[src/hdl/gpib_status_defines.svh]
// constants for the status reporting and service request block
`ifndef GPIB_STATUS_DEFINES_SVH
`define GPIB_STATUS_DEFINES_SVH

`define STB_RQS_BIT          6
`define STB_ESB_BIT          5
`define STB_USED_MASK        8'h60
`define SRE_USED_MASK        8'h20
`define ESR_CMD_ERR_BIT      5
`define ESR_EXEC_ERR_BIT     4
`define ESR_BAD_INPUT_BIT    1
`define ESR_WITHIN_RANGE_BIT 0
`define ESR_USED_MASK        8'h33
`define RANGE_LIMIT          20
`define BYTE_RESET           8'h00

`endif

[src/hdl/gpib_status_pkg.sv]
// types shared by the status reporting block
package gpib_status_pkg;

    // decoded interface messages from the bus front end, one-cycle pulses
    typedef struct packed {
        logic my_talk;
        logic my_listen;
        logic untalk;
        logic unlisten;
        logic spoll_enable;
        logic spoll_disable;
        logic ifc;
    } bus_cmd_s;

    // strobes from the message parser and handshake, one-cycle pulses
    typedef struct packed {
        logic spoll_done;
        logic stb_query;
        logic esr_query;
        logic clear_status;
        logic sre_write;
        logic ese_write;
    } status_req_s;

    // device conditions, levels or pulses
    typedef struct packed {
        logic cmd_error;
        logic exec_error;
        logic bad_input;
    } dev_event_s;

    typedef enum logic [1:0] {
        TALK_IDLE  = 2'b00,
        TALK_ADDR  = 2'b01,
        TALK_SPOLL = 2'b10
    } talk_state_e;

    typedef enum logic {
        LISTEN_IDLE = 1'b0,
        LISTEN_ADDR = 1'b1
    } listen_state_e;

endpackage : gpib_status_pkg

[src/hdl/event_status_reg.sv]
// standard event status register with its enable mask and summary bit
`include "gpib_status_defines.svh"

module event_status_reg #(
    parameter int VALUE_W = 8
) (
    input  wire logic                        clk,
    input  wire logic                        rst,
    input  wire gpib_status_pkg::dev_event_s events,
    input  wire logic [VALUE_W-1:0]          measured_value,
    input  wire logic                        clear_status,
    input  wire logic                        esr_read,
    input  wire logic                        ese_write,
    input  wire logic [7:0]                  wr_data,
    output logic      [7:0]                  esr,
    output logic      [7:0]                  ese,
    output logic                             esb
);

    logic       in_range;
    logic       in_range_q;
    logic [7:0] set_bits;

    assign in_range = measured_value <= VALUE_W'(`RANGE_LIMIT);

    always_ff @(posedge clk) begin
        if (rst) in_range_q <= 1'b0;
        else     in_range_q <= in_range;
    end

    always_comb begin
        set_bits = `BYTE_RESET;
        set_bits[`ESR_CMD_ERR_BIT]      = events.cmd_error;
        set_bits[`ESR_EXEC_ERR_BIT]     = events.exec_error;
        set_bits[`ESR_BAD_INPUT_BIT]    = events.bad_input;
        set_bits[`ESR_WITHIN_RANGE_BIT] = in_range && !in_range_q;
    end

    // an event landing on a clear is kept: set wins
    always_ff @(posedge clk) begin
        if (rst)
            esr <= `BYTE_RESET;
        else if (clear_status || esr_read)
            esr <= set_bits;
        else
            esr <= esr | set_bits;
    end

    always_ff @(posedge clk) begin
        if (rst)            ese <= `BYTE_RESET;
        else if (ese_write) ese <= wr_data & `ESR_USED_MASK;
    end

    always_ff @(posedge clk) begin
        if (rst) esb <= 1'b0;
        else     esb <= |(esr & ese);
    end
endmodule : event_status_reg

[src/hdl/gpib_status_service_request.sv]
// status byte, service request and addressed talker/listener state
`include "gpib_status_defines.svh"

module gpib_status_service_request #(
    parameter int VALUE_W = 8
) (
    input  wire logic                         clk,
    input  wire logic                         rst,
    input  wire gpib_status_pkg::bus_cmd_s    bus,
    input  wire gpib_status_pkg::status_req_s req,
    input  wire logic [7:0]                   wr_data,
    input  wire gpib_status_pkg::dev_event_s  events,
    input  wire logic [VALUE_W-1:0]           measured_value,
    output logic      [7:0]                   resp_data,
    output logic                              resp_valid,
    output logic      [7:0]                   status_summary_byte,
    output logic      [7:0]                   service_request_mask,
    output logic                              srq_out,
    output logic                              srq_drive_n,
    output logic                              talker_active,
    output logic                              listener_active,
    output logic                              spoll_active
);

    gpib_status_pkg::talk_state_e   talk_state;
    gpib_status_pkg::talk_state_e   next_talk_state;
    gpib_status_pkg::listen_state_e listen_state;
    gpib_status_pkg::listen_state_e next_listen_state;

    logic       spoll_mode;
    logic       rqs;
    logic       mss;
    logic       mss_q;
    logic       rqs_set;
    logic       poll_taken;
    logic       esb;
    logic [7:0] esr;
    logic [7:0] ese;
    logic [7:0] summary_bits;
    logic [7:0] sre;

    ////////////////////////////////////////////////////////////////////////
    // event status register and its summary

    event_status_reg #(
        .VALUE_W (VALUE_W)
    ) u_esr (
        .clk            (clk),
        .rst            (rst),
        .events         (events),
        .measured_value (measured_value),
        .clear_status   (req.clear_status),
        .esr_read       (req.esr_query),
        .ese_write      (req.ese_write),
        .wr_data        (wr_data),
        .esr            (esr),
        .ese            (ese),
        .esb            (esb)
    );

    ////////////////////////////////////////////////////////////////////////
    // status byte assembly

    function automatic logic [7:0] status_byte(input logic bit6,
                                               input logic bit5);
        logic [7:0] b;
        b = `BYTE_RESET;
        b[`STB_RQS_BIT] = bit6;
        b[`STB_ESB_BIT] = bit5;
        return b & `STB_USED_MASK;
    endfunction : status_byte

    assign summary_bits = status_byte(1'b0, esb);
    // bit 6 never takes part in its own summary
    assign mss        = |(summary_bits & sre);
    assign rqs_set    = mss && !mss_q;
    assign poll_taken = (talk_state == gpib_status_pkg::TALK_SPOLL) &&
                        req.spoll_done;

    always_ff @(posedge clk) begin
        if (rst) sre <= `BYTE_RESET;
        else if (req.sre_write) sre <= wr_data & `SRE_USED_MASK;
    end

    always_ff @(posedge clk) begin
        if (rst) mss_q <= 1'b0;
        else     mss_q <= mss;
    end

    // a fresh request arriving with the poll wins over the clear
    always_ff @(posedge clk) begin
        if (rst)             rqs <= 1'b0;
        else if (rqs_set)    rqs <= 1'b1;
        else if (poll_taken) rqs <= 1'b0;
    end

    ////////////////////////////////////////////////////////////////////////
    // service request pin, open collector: pulled low while driving

    always_ff @(posedge clk) begin
        if (rst) srq_out <= 1'b0;
        else     srq_out <= 1'b0;
    end

    always_ff @(posedge clk) begin
        if (rst) srq_drive_n <= 1'b1;
        else     srq_drive_n <= !rqs;
    end

    ////////////////////////////////////////////////////////////////////////
    // serial poll mode, set and cleared by universal messages

    always_ff @(posedge clk) begin
        if (rst || bus.ifc)         spoll_mode <= 1'b0;
        else if (bus.spoll_enable)  spoll_mode <= 1'b1;
        else if (bus.spoll_disable) spoll_mode <= 1'b0;
    end

    // talker: only its own talk address makes it active
    always_comb begin
        next_talk_state = talk_state;
        unique case (talk_state)
            gpib_status_pkg::TALK_IDLE: begin
                if (bus.my_talk)
                    next_talk_state = spoll_mode ?
                        gpib_status_pkg::TALK_SPOLL :
                        gpib_status_pkg::TALK_ADDR;
            end
            gpib_status_pkg::TALK_ADDR: begin
                if (bus.untalk)
                    next_talk_state = gpib_status_pkg::TALK_IDLE;
                else if (bus.spoll_enable)
                    next_talk_state = gpib_status_pkg::TALK_SPOLL;
            end
            gpib_status_pkg::TALK_SPOLL: begin
                if (bus.untalk)
                    next_talk_state = gpib_status_pkg::TALK_IDLE;
                else if (bus.spoll_disable)
                    next_talk_state = gpib_status_pkg::TALK_ADDR;
            end
            default: next_talk_state = gpib_status_pkg::TALK_IDLE;
        endcase
        if (bus.ifc)
            next_talk_state = gpib_status_pkg::TALK_IDLE;
    end

    always_ff @(posedge clk) begin
        if (rst) talk_state <= gpib_status_pkg::TALK_IDLE;
        else     talk_state <= next_talk_state;
    end

    // listener: own listen address only; own talk address unaddresses it
    always_comb begin
        next_listen_state = listen_state;
        unique case (listen_state)
            gpib_status_pkg::LISTEN_IDLE: begin
                if (bus.my_listen)
                    next_listen_state = gpib_status_pkg::LISTEN_ADDR;
            end
            gpib_status_pkg::LISTEN_ADDR: begin
                if (bus.unlisten || bus.my_talk)
                    next_listen_state = gpib_status_pkg::LISTEN_IDLE;
            end
        endcase
        if (bus.ifc)
            next_listen_state = gpib_status_pkg::LISTEN_IDLE;
    end

    always_ff @(posedge clk) begin
        if (rst) listen_state <= gpib_status_pkg::LISTEN_IDLE;
        else     listen_state <= next_listen_state;
    end

    always_ff @(posedge clk) begin
        if (rst) begin
            talker_active   <= 1'b0;
            listener_active <= 1'b0;
            spoll_active    <= 1'b0;
        end else begin
            talker_active   <= next_talk_state != gpib_status_pkg::TALK_IDLE;
            listener_active <= next_listen_state ==
                               gpib_status_pkg::LISTEN_ADDR;
            spoll_active    <= next_talk_state == gpib_status_pkg::TALK_SPOLL;
        end
    end

    ////////////////////////////////////////////////////////////////////////
    // responses: serial poll byte carries the request, query the summary

    always_ff @(posedge clk) begin
        if (rst)
            status_summary_byte <= `BYTE_RESET;
        else
            status_summary_byte <= status_byte(rqs, esb);
    end

    always_ff @(posedge clk) begin
        if (rst)
            service_request_mask <= `BYTE_RESET;
        else
            service_request_mask <= sre;
    end

    always_ff @(posedge clk) begin
        if (rst) begin
            resp_data  <= `BYTE_RESET;
            resp_valid <= 1'b0;
        end else if (req.esr_query) begin
            resp_data  <= esr;
            resp_valid <= 1'b1;
        end else if (req.stb_query) begin
            resp_data  <= status_byte(mss, esb);
            resp_valid <= 1'b1;
        end else if (talk_state == gpib_status_pkg::TALK_SPOLL) begin
            resp_data  <= status_byte(rqs, esb);
            resp_valid <= 1'b0;
        end else begin
            resp_valid <= 1'b0;
        end
    end
endmodule : gpib_status_service_request

[config.mk]
export PLATFORM = sky130hd
export DESIGN_NAME = gpib_status_service_request
export DESIGN_NICKNAME = d
export VERILOG_FILES = /design/src/hdl/gpib_status_pkg.sv /design/src/hdl/event_status_reg.sv /design/src/hdl/gpib_status_service_request.sv
export VERILOG_INCLUDE_DIRS = /design/src /design/src/hdl
export SDC_FILE = /design/constraint.sdc
export NUM_CORES = 1
export LEC_CHECK = 0
export ABC_AREA = 1
export ABC_CLOCK_PERIOD_IN_PS = 1710
export BUFFER_PORTS_ARGS = -buffer_cell sky130_fd_sc_hd__buf_2
export CAP_MARGIN = 20
export CORE_MARGIN = 4
export CORE_UTILIZATION = 45
export CTS_BUF_LIST = sky130_fd_sc_hd__clkbuf_4
export DETAILED_ROUTE_END_ITERATION = 6
export GPL_ROUTABILITY_DRIVEN = 0
export GPL_TIMING_DRIVEN = 0
export PLACE_DENSITY = 0.9
export SETUP_SLACK_MARGIN = 0.1
export SLEW_MARGIN = 15
export SYNTH_ARGS = -nofsm -noshare
export SYNTH_HDL_FRONTEND = slang
export SYNTH_SLANG_ARGS = --single-unit
[constraint.sdc]
create_clock -name clk -period 1.71 [get_ports clk]
set_input_delay 0.342 -clock clk [delete_from_list [all_inputs] [get_ports clk]]
set_output_delay 0.342 -clock clk [all_outputs]
set_load 0.02 [all_outputs]
Word level (Yosys, flattened, before mapping)
Cells that the tools add are included.

operators by class
  $lt $le $gt $ge = 1
  eq/ne operators = 3
  muxes and demuxes = 21
  bitwise logic cells = 4
  reductions and logical operators = 18

operator list
  operator            number
  $mux 8              3
  $reduce_or 8->1     2
  $mux 2              7
  $and 8x6->8         1
  $le 8x5->1 const B  1
  $mux 1              8
  $or 8x6->8          1
  $and 6x6->6         1
  $mux 6              1
  $pmux 2 s3          1
  $reduce_bool 2->1   3
  $eq 2x2->1 const B  2
  $reduce_or 2->1     2
  $logic_and 1x1->1   3
  $logic_not 1->1     3
  $logic_or 1x1->1    3
  $reduce_bool 3->1   1
  $eq 2x1->1 const B  1
  $logic_not 2->1     1
  $pmux 1 s2          1
  $not 1->1           1

word-level totals
  bits in registers = 42
  output and inout bits = 30

Logic depth before layout (Yosys ltp)
Gate-level depths: netlist (run 1).

  word-level depth = 5
  depth in mapped cells = 6
  mapped depth without buffers = 6

By module
From an unflattened synthesis (run 1), not the netlist that was laid out.

unflattened totals
  cells, all modules = 176
  area total of the unflattened synthesis = 1411.4 sq um

modules (own cells, without submodules)
  module                       instances  cells each  area each (sq um)  seq. area each (sq um)
  gpib_status_service_request  1          113         952.2              440.4
  event_status_reg             1          63          459.2              200.2

Worst setup path after synthesis (run 1)
No wires, ideal clock.

  path kind = input to register
  start point = input port rst
  end point = register talker_active
  arrival time = 0.777 ns
  data required time = 1.596 ns
  path slack = 0.819 ns
  cell stages on the path = 6
  path through = clkbuf_2 nor2_1 o21ai_1 inv_1 nand2_1 nand2_1

RTL lines
  item                    RTL line                            source
  start: declaration      gpib_status_service_request.sv:8    input wire logic rst,
  end signal: assignment  gpib_status_service_request.sv:180  talker_active <= next_talk_state != gpib_status_pkg::TALK_IDLE;
  end: declaration        gpib_status_service_request.sv:20   output logic talker_active,

Worst setup path in the final report (run 1)
  start point = register resp_data[4]
  end point = output port resp_data[4]

RTL lines
  item                      RTL line                            source
  start: declaration        gpib_status_service_request.sv:14   output logic [7:0] resp_data,
  start signal: assignment  gpib_status_service_request.sv:206  resp_data <= `BYTE_RESET;
  start signal: assignment  gpib_status_service_request.sv:209  resp_data <= esr;
  start signal: assignment  gpib_status_service_request.sv:212  resp_data <= status_byte(mss, esb);

No word-level cell between the ends.

==> flow_metrics.py, run 1 <==
metrics = {
    "outcome": {
        "status": "complete, no violations",
    },
    "setup_path": {
        "path_max_fanout": 2,
        "r2r-start": "talk_state[0]",
        "slowest_delay_ns": 0.35,
        "path_buf_inv": 1,
        "cp.arrival_ns": 0.84,
        "slowest_stage": "dfxtp_1",
        "critPathKind": "flop to output pin",
        "r2r-end": "resp_data[6]",
        "required_ns": 1.37,
        "path_cells": "buf_2",
        "rrSetupSlack_ns": 0.70,
        "worstSetupStartpointType": "flop",
        "path_delay_family": "flip-flops",
        "end_kind": "output pin",
        "rr_worst_depth": 5,
    },
    "detailed_routing": {
        "drc": 0,
        "viasPerCell": 4.32,
        "ant_nets": 0,
        "routed_wl_um": 2390,
        "vias": 1085,
        "wl_per_cell_um": 9.52,
        "drt_iter0_markers": 21,
        "drtPass1Iterations": 4,
    },
    "grt": {
        "grt_start_max_net_pins": 11,
        "grt_use_total_pct": 14.9,
        "grt_pass1_vias": 946,
        "grt_pass1_wl_um": 3840,
        "grt_antenna_before_repair": 0,
        "gr-total-overflow": 0,
    },
    "synth": {
        "syn_area_per_cell_um2": 7.72,
        "synth_top_area_share_pct": 48.2,
        "ys_types": 20,
        "yosys-top-cells-area": "dfxtp_1 (48%), buf_4 (11%), inv_1 (7.5%)",
        "yosysWarnings": 0,
        "synth_top_area_cell": "dfxtp_1",
        "ys_ff_latch": 29,
        "netlist_area_mm2": 0.00120,
        "async_reset_ff_share_pct": 0,
        "syn_inst": 156,
        "synth_edf_count": 0,
        "yosysSeqAreaShare_pct": 48.2,
        "synthFlopType": "dfxtp_1",
    },
    "layout": {
        "areaGrowthSynthToFinish_pct": 29.7,
        "final_cell_mix": "buf_2 (42), dfxtp_1 (29), inv_1 (24), nand2_1 (20), nor2_1 (19)",
        "fillers": 248,
        "diodes": 0,
        "drive_above_1_share_pct": 32.1,
        "layout_commonest_cell": "buf_2",
        "nets": 254,
        "layout.cells.non_filler": 251,
    },
    "hold_path": {
        "hold_depth": 2,
        "hold_start": "bus[0]",
        "holdPathEnd": "spoll_mode",
        "min_path_type": "primary input to flop",
    },
    "floorplan": {
        "core.rowCount": 18,
        "boundaryPins": 64,
        "chipWidth_um": 59.7,
        "start_util_pct": 47.8,
        "die_y_um": 59.7,
        "dieArea_mm2": 0.00357,
        "coreArea_mm2": 0.00252,
    },
    "clocking": {
        "cts.clk_slew.worst_paths_ns": 0.08,
        "postCtsResizedCells": 0,
        "cts-buffers-inserted": 5,
        "postCtsHoldBufs": 0,
        "cts_root_buffer": "clkbuf_4",
        "clock_path_buffers": 2,
        "cts_tree": "done",
        "cts_setup_buffers": 0,
        "htreeDepth": 2,
        "cts_sinks": 29,
        "clk_latency_ns": 0.33,
    },
    "timing": {
        "setup_viol": 0,
        "finClkSkew_ns": 0.0110,
        "worst_slack_ns": 0.524,
        "fin_setup_tns_ns": 0,
        "rsz0062_at_grt": "false",
        "fin_crit_ns": 1.19,
        "period_share_pct": 69.4,
        "drv_slew": 0,
        "hold_viol": 0,
        "timing.hold.ws_ns": 0.187,
        "max_freq_mhz": 843,
    },
    "place": {
        "post-place-cells": 243,
        "dpl.hpwl_um": 1950,
        "dp_slack_ns": 0.598,
        "io_buffers": 41,
    },
    "job": {
        "maxCapViolCount": 0,
    },
    "pwr": {
        "powerDensity_mw_per_mm2": 845,
        "peakVddDrop_uv": 593,
        "finalPower_mw": 1.32,
        "p_leak_nw": 0.860,
    },
}
synth_stat cells (2+ instances only):
cell / n
nand2_2: 2
buf_4: 17
nand4_1: 4
nor3_1: 2
nand2_1: 20
inv_1: 24
a21oi_1: 11
dfxtp_1: 29
o21ai_0: 8
nand3_1: 10
nor2_1: 19
o21ai_1: 2
cell families (layout without fill, tap and decap cells):
family,Yosys count,in the layout,synth area share [%]
AOI/OAI and AO/OA,23,23,10.3
buffers and inverters,43,92,18.9
DFF,29,29,48.2
and+or+nand+nor,60,60,22.3
other,1,17,0.311
worst max-delay path by stage:
| stage | startpoint | to | slack, ns | depth (start not counted) |
|---|---|---|---|---|
| after detailed placement | req[3] | resp_data[6] | 0.60 | 5 |
| after floorplan | rst | talker_active | 0.82 | 6 |
| final | resp_data[4] | resp_data[4] | 0.52 | 1 |
| after global placement | req[3] | resp_data[6] | 0.63 | 5 |
| after CTS | resp_data[5] | resp_data[5] | 0.51 | 1 |
| after global routing | listener_active | listener_active | 0.47 | 1 |
metal layers:
metal	share of wire [%]	GRT usage (%)	vias to the layer above
li1	-	-	589
met1	42	17.0	446
met2	45	22.4	42
met3	11	7.78	8
met4	2.1	7.59	0
met5	0	0	-
state kept, by name, summed over array words and instances (netlist names), 2 cells and up:
register / flops
resp_data: 5
status_summary_byte: 2
talk_state: 2
u_esr.ese: 4
u_esr.esr: 4
per-stage QoR:
stage	utilization, %	area, um^2
after global routing	62.0	1560
after floorplan	-	1260
after CTS	62.0	1560
after global placement	59.8	1510
after detailed placement	59.8	1510
final	62.0	1560
power by group:
part / total (mW) / internal, mW / switching, mW
Sequential: 0.718 / 0.704 / 0.0146
Clock: 0.405 / 0.172 / 0.233
Combinational: 0.197 / 0.0831 / 0.114
Total: 1.32 / 0.959 / 0.362
final cells by class:
cell class	instances	area [um^2]	share of cell area, %
multi-input cells	100	457	29.2
flip-flops and latches	29	581	37.1
clock buffers	6	45.0	2.88
well taps	30	37.5	2.40
plain buffers	19	138	8.81
inverters	24	90.1	5.76
repair buffers	41	205	13.1
clock inverters	2	10.0	0.641
Power figures use the tool's default switching activity.
==> inputs of run 2 (changes only) <==
--- a/config.mk
+++ b/config.mk
@@ -7,7 +7,7 @@
 export NUM_CORES = 1
 export LEC_CHECK = 0
 export ABC_AREA = 1
-export ABC_CLOCK_PERIOD_IN_PS = 1710
+export ABC_CLOCK_PERIOD_IN_PS = 1100
 export BUFFER_PORTS_ARGS = -buffer_cell sky130_fd_sc_hd__buf_2
 export CAP_MARGIN = 20
 export CORE_MARGIN = 4
==> constraint.sdc (replaced) <==
create_clock -name clk -period 1.1 [get_ports clk]
set_input_delay 0.22 -clock clk [delete_from_list [all_inputs] [get_ports clk]]
set_output_delay 0.22 -clock clk [all_outputs]
set_load 0.02 [all_outputs]
==> flow_metrics.py, run 2 (synthesized netlist as in run 1, its figures left out) <==
metrics = {
    "setup_path": {
        "path_max_fanout": 2,
        "path_cells": "buf_6",
        "slowest_delay_ns": 0.33,
        "path_buf_inv": 1,
        "cp.arrival_ns": 0.79,
        "path_delay_family": "flip-flops",
        "worstSetupStartpointType": "flop",
        "required_ns": 0.88,
        "end_kind": "output pin",
        "rr_worst_depth": 5,
        "worst-path-stages": 1,
        "slowest_stage": "dfxtp_2",
        "critPathKind": "flop to output pin",
    },
    "grt": {
        "grt_antenna_before_repair": 0,
        "grt_pass1_wl_um": 4080,
        "grt_use_total_pct": 15.7,
        "gr-total-overflow": 0,
        "grt_pass1_vias": 1010,
        "grt_start_max_net_pins": 11,
    },
    "clocking": {
        "cts_root_buffer": "clkbuf_4",
        "clk_latency_ns": 0.33,
        "cts_sinks": 29,
        "cts-buffers-inserted": 5,
        "postCtsHoldBufs": 0,
        "clock_path_buffers": 2,
        "cts.clk_slew.worst_paths_ns": 0.09,
        "cts_tree": "done",
        "htreeDepth": 2,
    },
    "floorplan": {
        "dieArea_mm2": 0.00357,
        "boundaryPins": 64,
        "core.rowCount": 18,
        "die_y_um": 59.7,
        "chipWidth_um": 59.7,
        "start_util_pct": 47.8,
        "coreArea_mm2": 0.00252,
    },
    "place": {
        "post_dp_cell_area_mm2": 0.00151,
        "io_buffers": 41,
        "dpl.hpwl_um": 1950,
        "post-place-cells": 243,
        "dp_slack_ns": 0.101,
    },
    "layout": {
        "layout.cells.non_filler": 255,
        "reg_top3": "resp_data x5, u_esr.ese x4, u_esr.esr x4",
        "final_cell_mix": "buf_2 (29), inv_1 (23), buf_4 (21), nand2_1 (20), nor2_1 (19)",
        "fin_util_pct": 67.1,
        "areaGrowthSynthToFinish_pct": 40.5,
        "diodes": 0,
        "fillers": 225,
        "regMostFlops": "resp_data",
        "nets": 258,
        "layout_commonest_cell": "buf_2",
        "drive_above_1_share_pct": 40.4,
        "largest_reg_flops": 5,
        "postLayoutCellArea_mm2": 0.00169,
    },
    "detailed_routing": {
        "routed_wl_um": 2520,
        "drt_iter0_markers": 37,
        "drtPass1Iterations": 4,
        "ant_nets": 0,
        "drc": 0,
        "wl_per_cell_um": 9.86,
        "vias": 1127,
        "viasPerCell": 4.42,
    },
    "timing": {
        "drv_slew": 0,
        "max_freq_mhz": 993,
        "fin_setup_tns_ns": 0,
        "fin_crit_ns": 1.01,
        "period_share_pct": 91.6,
        "finClkSkew_ns": 0.00964,
        "setup_viol": 0,
        "hold_viol": 0,
        "worst_slack_ns": 0.0929,
        "rsz0062_at_grt": "true",
        "timing.hold.ws_ns": 0.0655,
    },
    "pwr": {
        "powerDensity_mw_per_mm2": 1230,
        "p_leak_nw": 0.900,
        "peakVddDrop_uv": 1070,
        "finalPower_mw": 2.09,
    },
    "job": {
        "maxCapViolCount": 0,
    },
    "hold_path": {
        "hold_depth": 2,
        "min_path_type": "primary input to flop",
    },
    "outcome": {
        "status": "complete, no violations",
    },
}
-- run 2: worst paths after layout --
path / start / endpoint / slack [ns]
worst max-delay path: resp_data[5] / resp_data[5] / 0.09
worst min register to register: mss_q / rqs / 0.43
worst min-delay path: bus[0] / spoll_mode / 0.07
worst max register to register: talk_state[1] / talker_active / 0.18
-- run 2: what timing repair did --
action,CTS,global route
gates resized for setup,40,3
endpoints found under the setup margin,14,19
gates cloned,0,0
buffers inserted,3,1
-- run 2: where the power goes --
group	internal [mW]	leakage (nW)	switching (mW)	total [mW]
clock	0.267	0.0354	0.362	0.629
combinational	0.155	0.622	0.180	0.335
sequential	1.10	0.243	0.0269	1.12
-- run 2: metal layers --
layer | global-route usage [%] | vias up | wire length, um
li1 | - | 597 | -
met1 | 17.2 | 477 | 994
met2 | 25.2 | 45 | 1200
met3 | 7.78 | 8 | 267
met4 | 7.59 | 0 | 52
met5 | 0 | - | 0
-- run 2: layout make-up --
cell class,count,area [um^2],share of cell area (%)
Clock buffer,6,45.0,2.66
Sequential cell,29,599,35.4
Multi-Input combinational cell,100,457,27.0
Inverter,24,90.1,5.32
Clock inverter,2,10.0,0.591
Tap cell,30,37.5,2.22
Buffer,19,138,8.13
Timing Repair Buffer,45,317,18.7
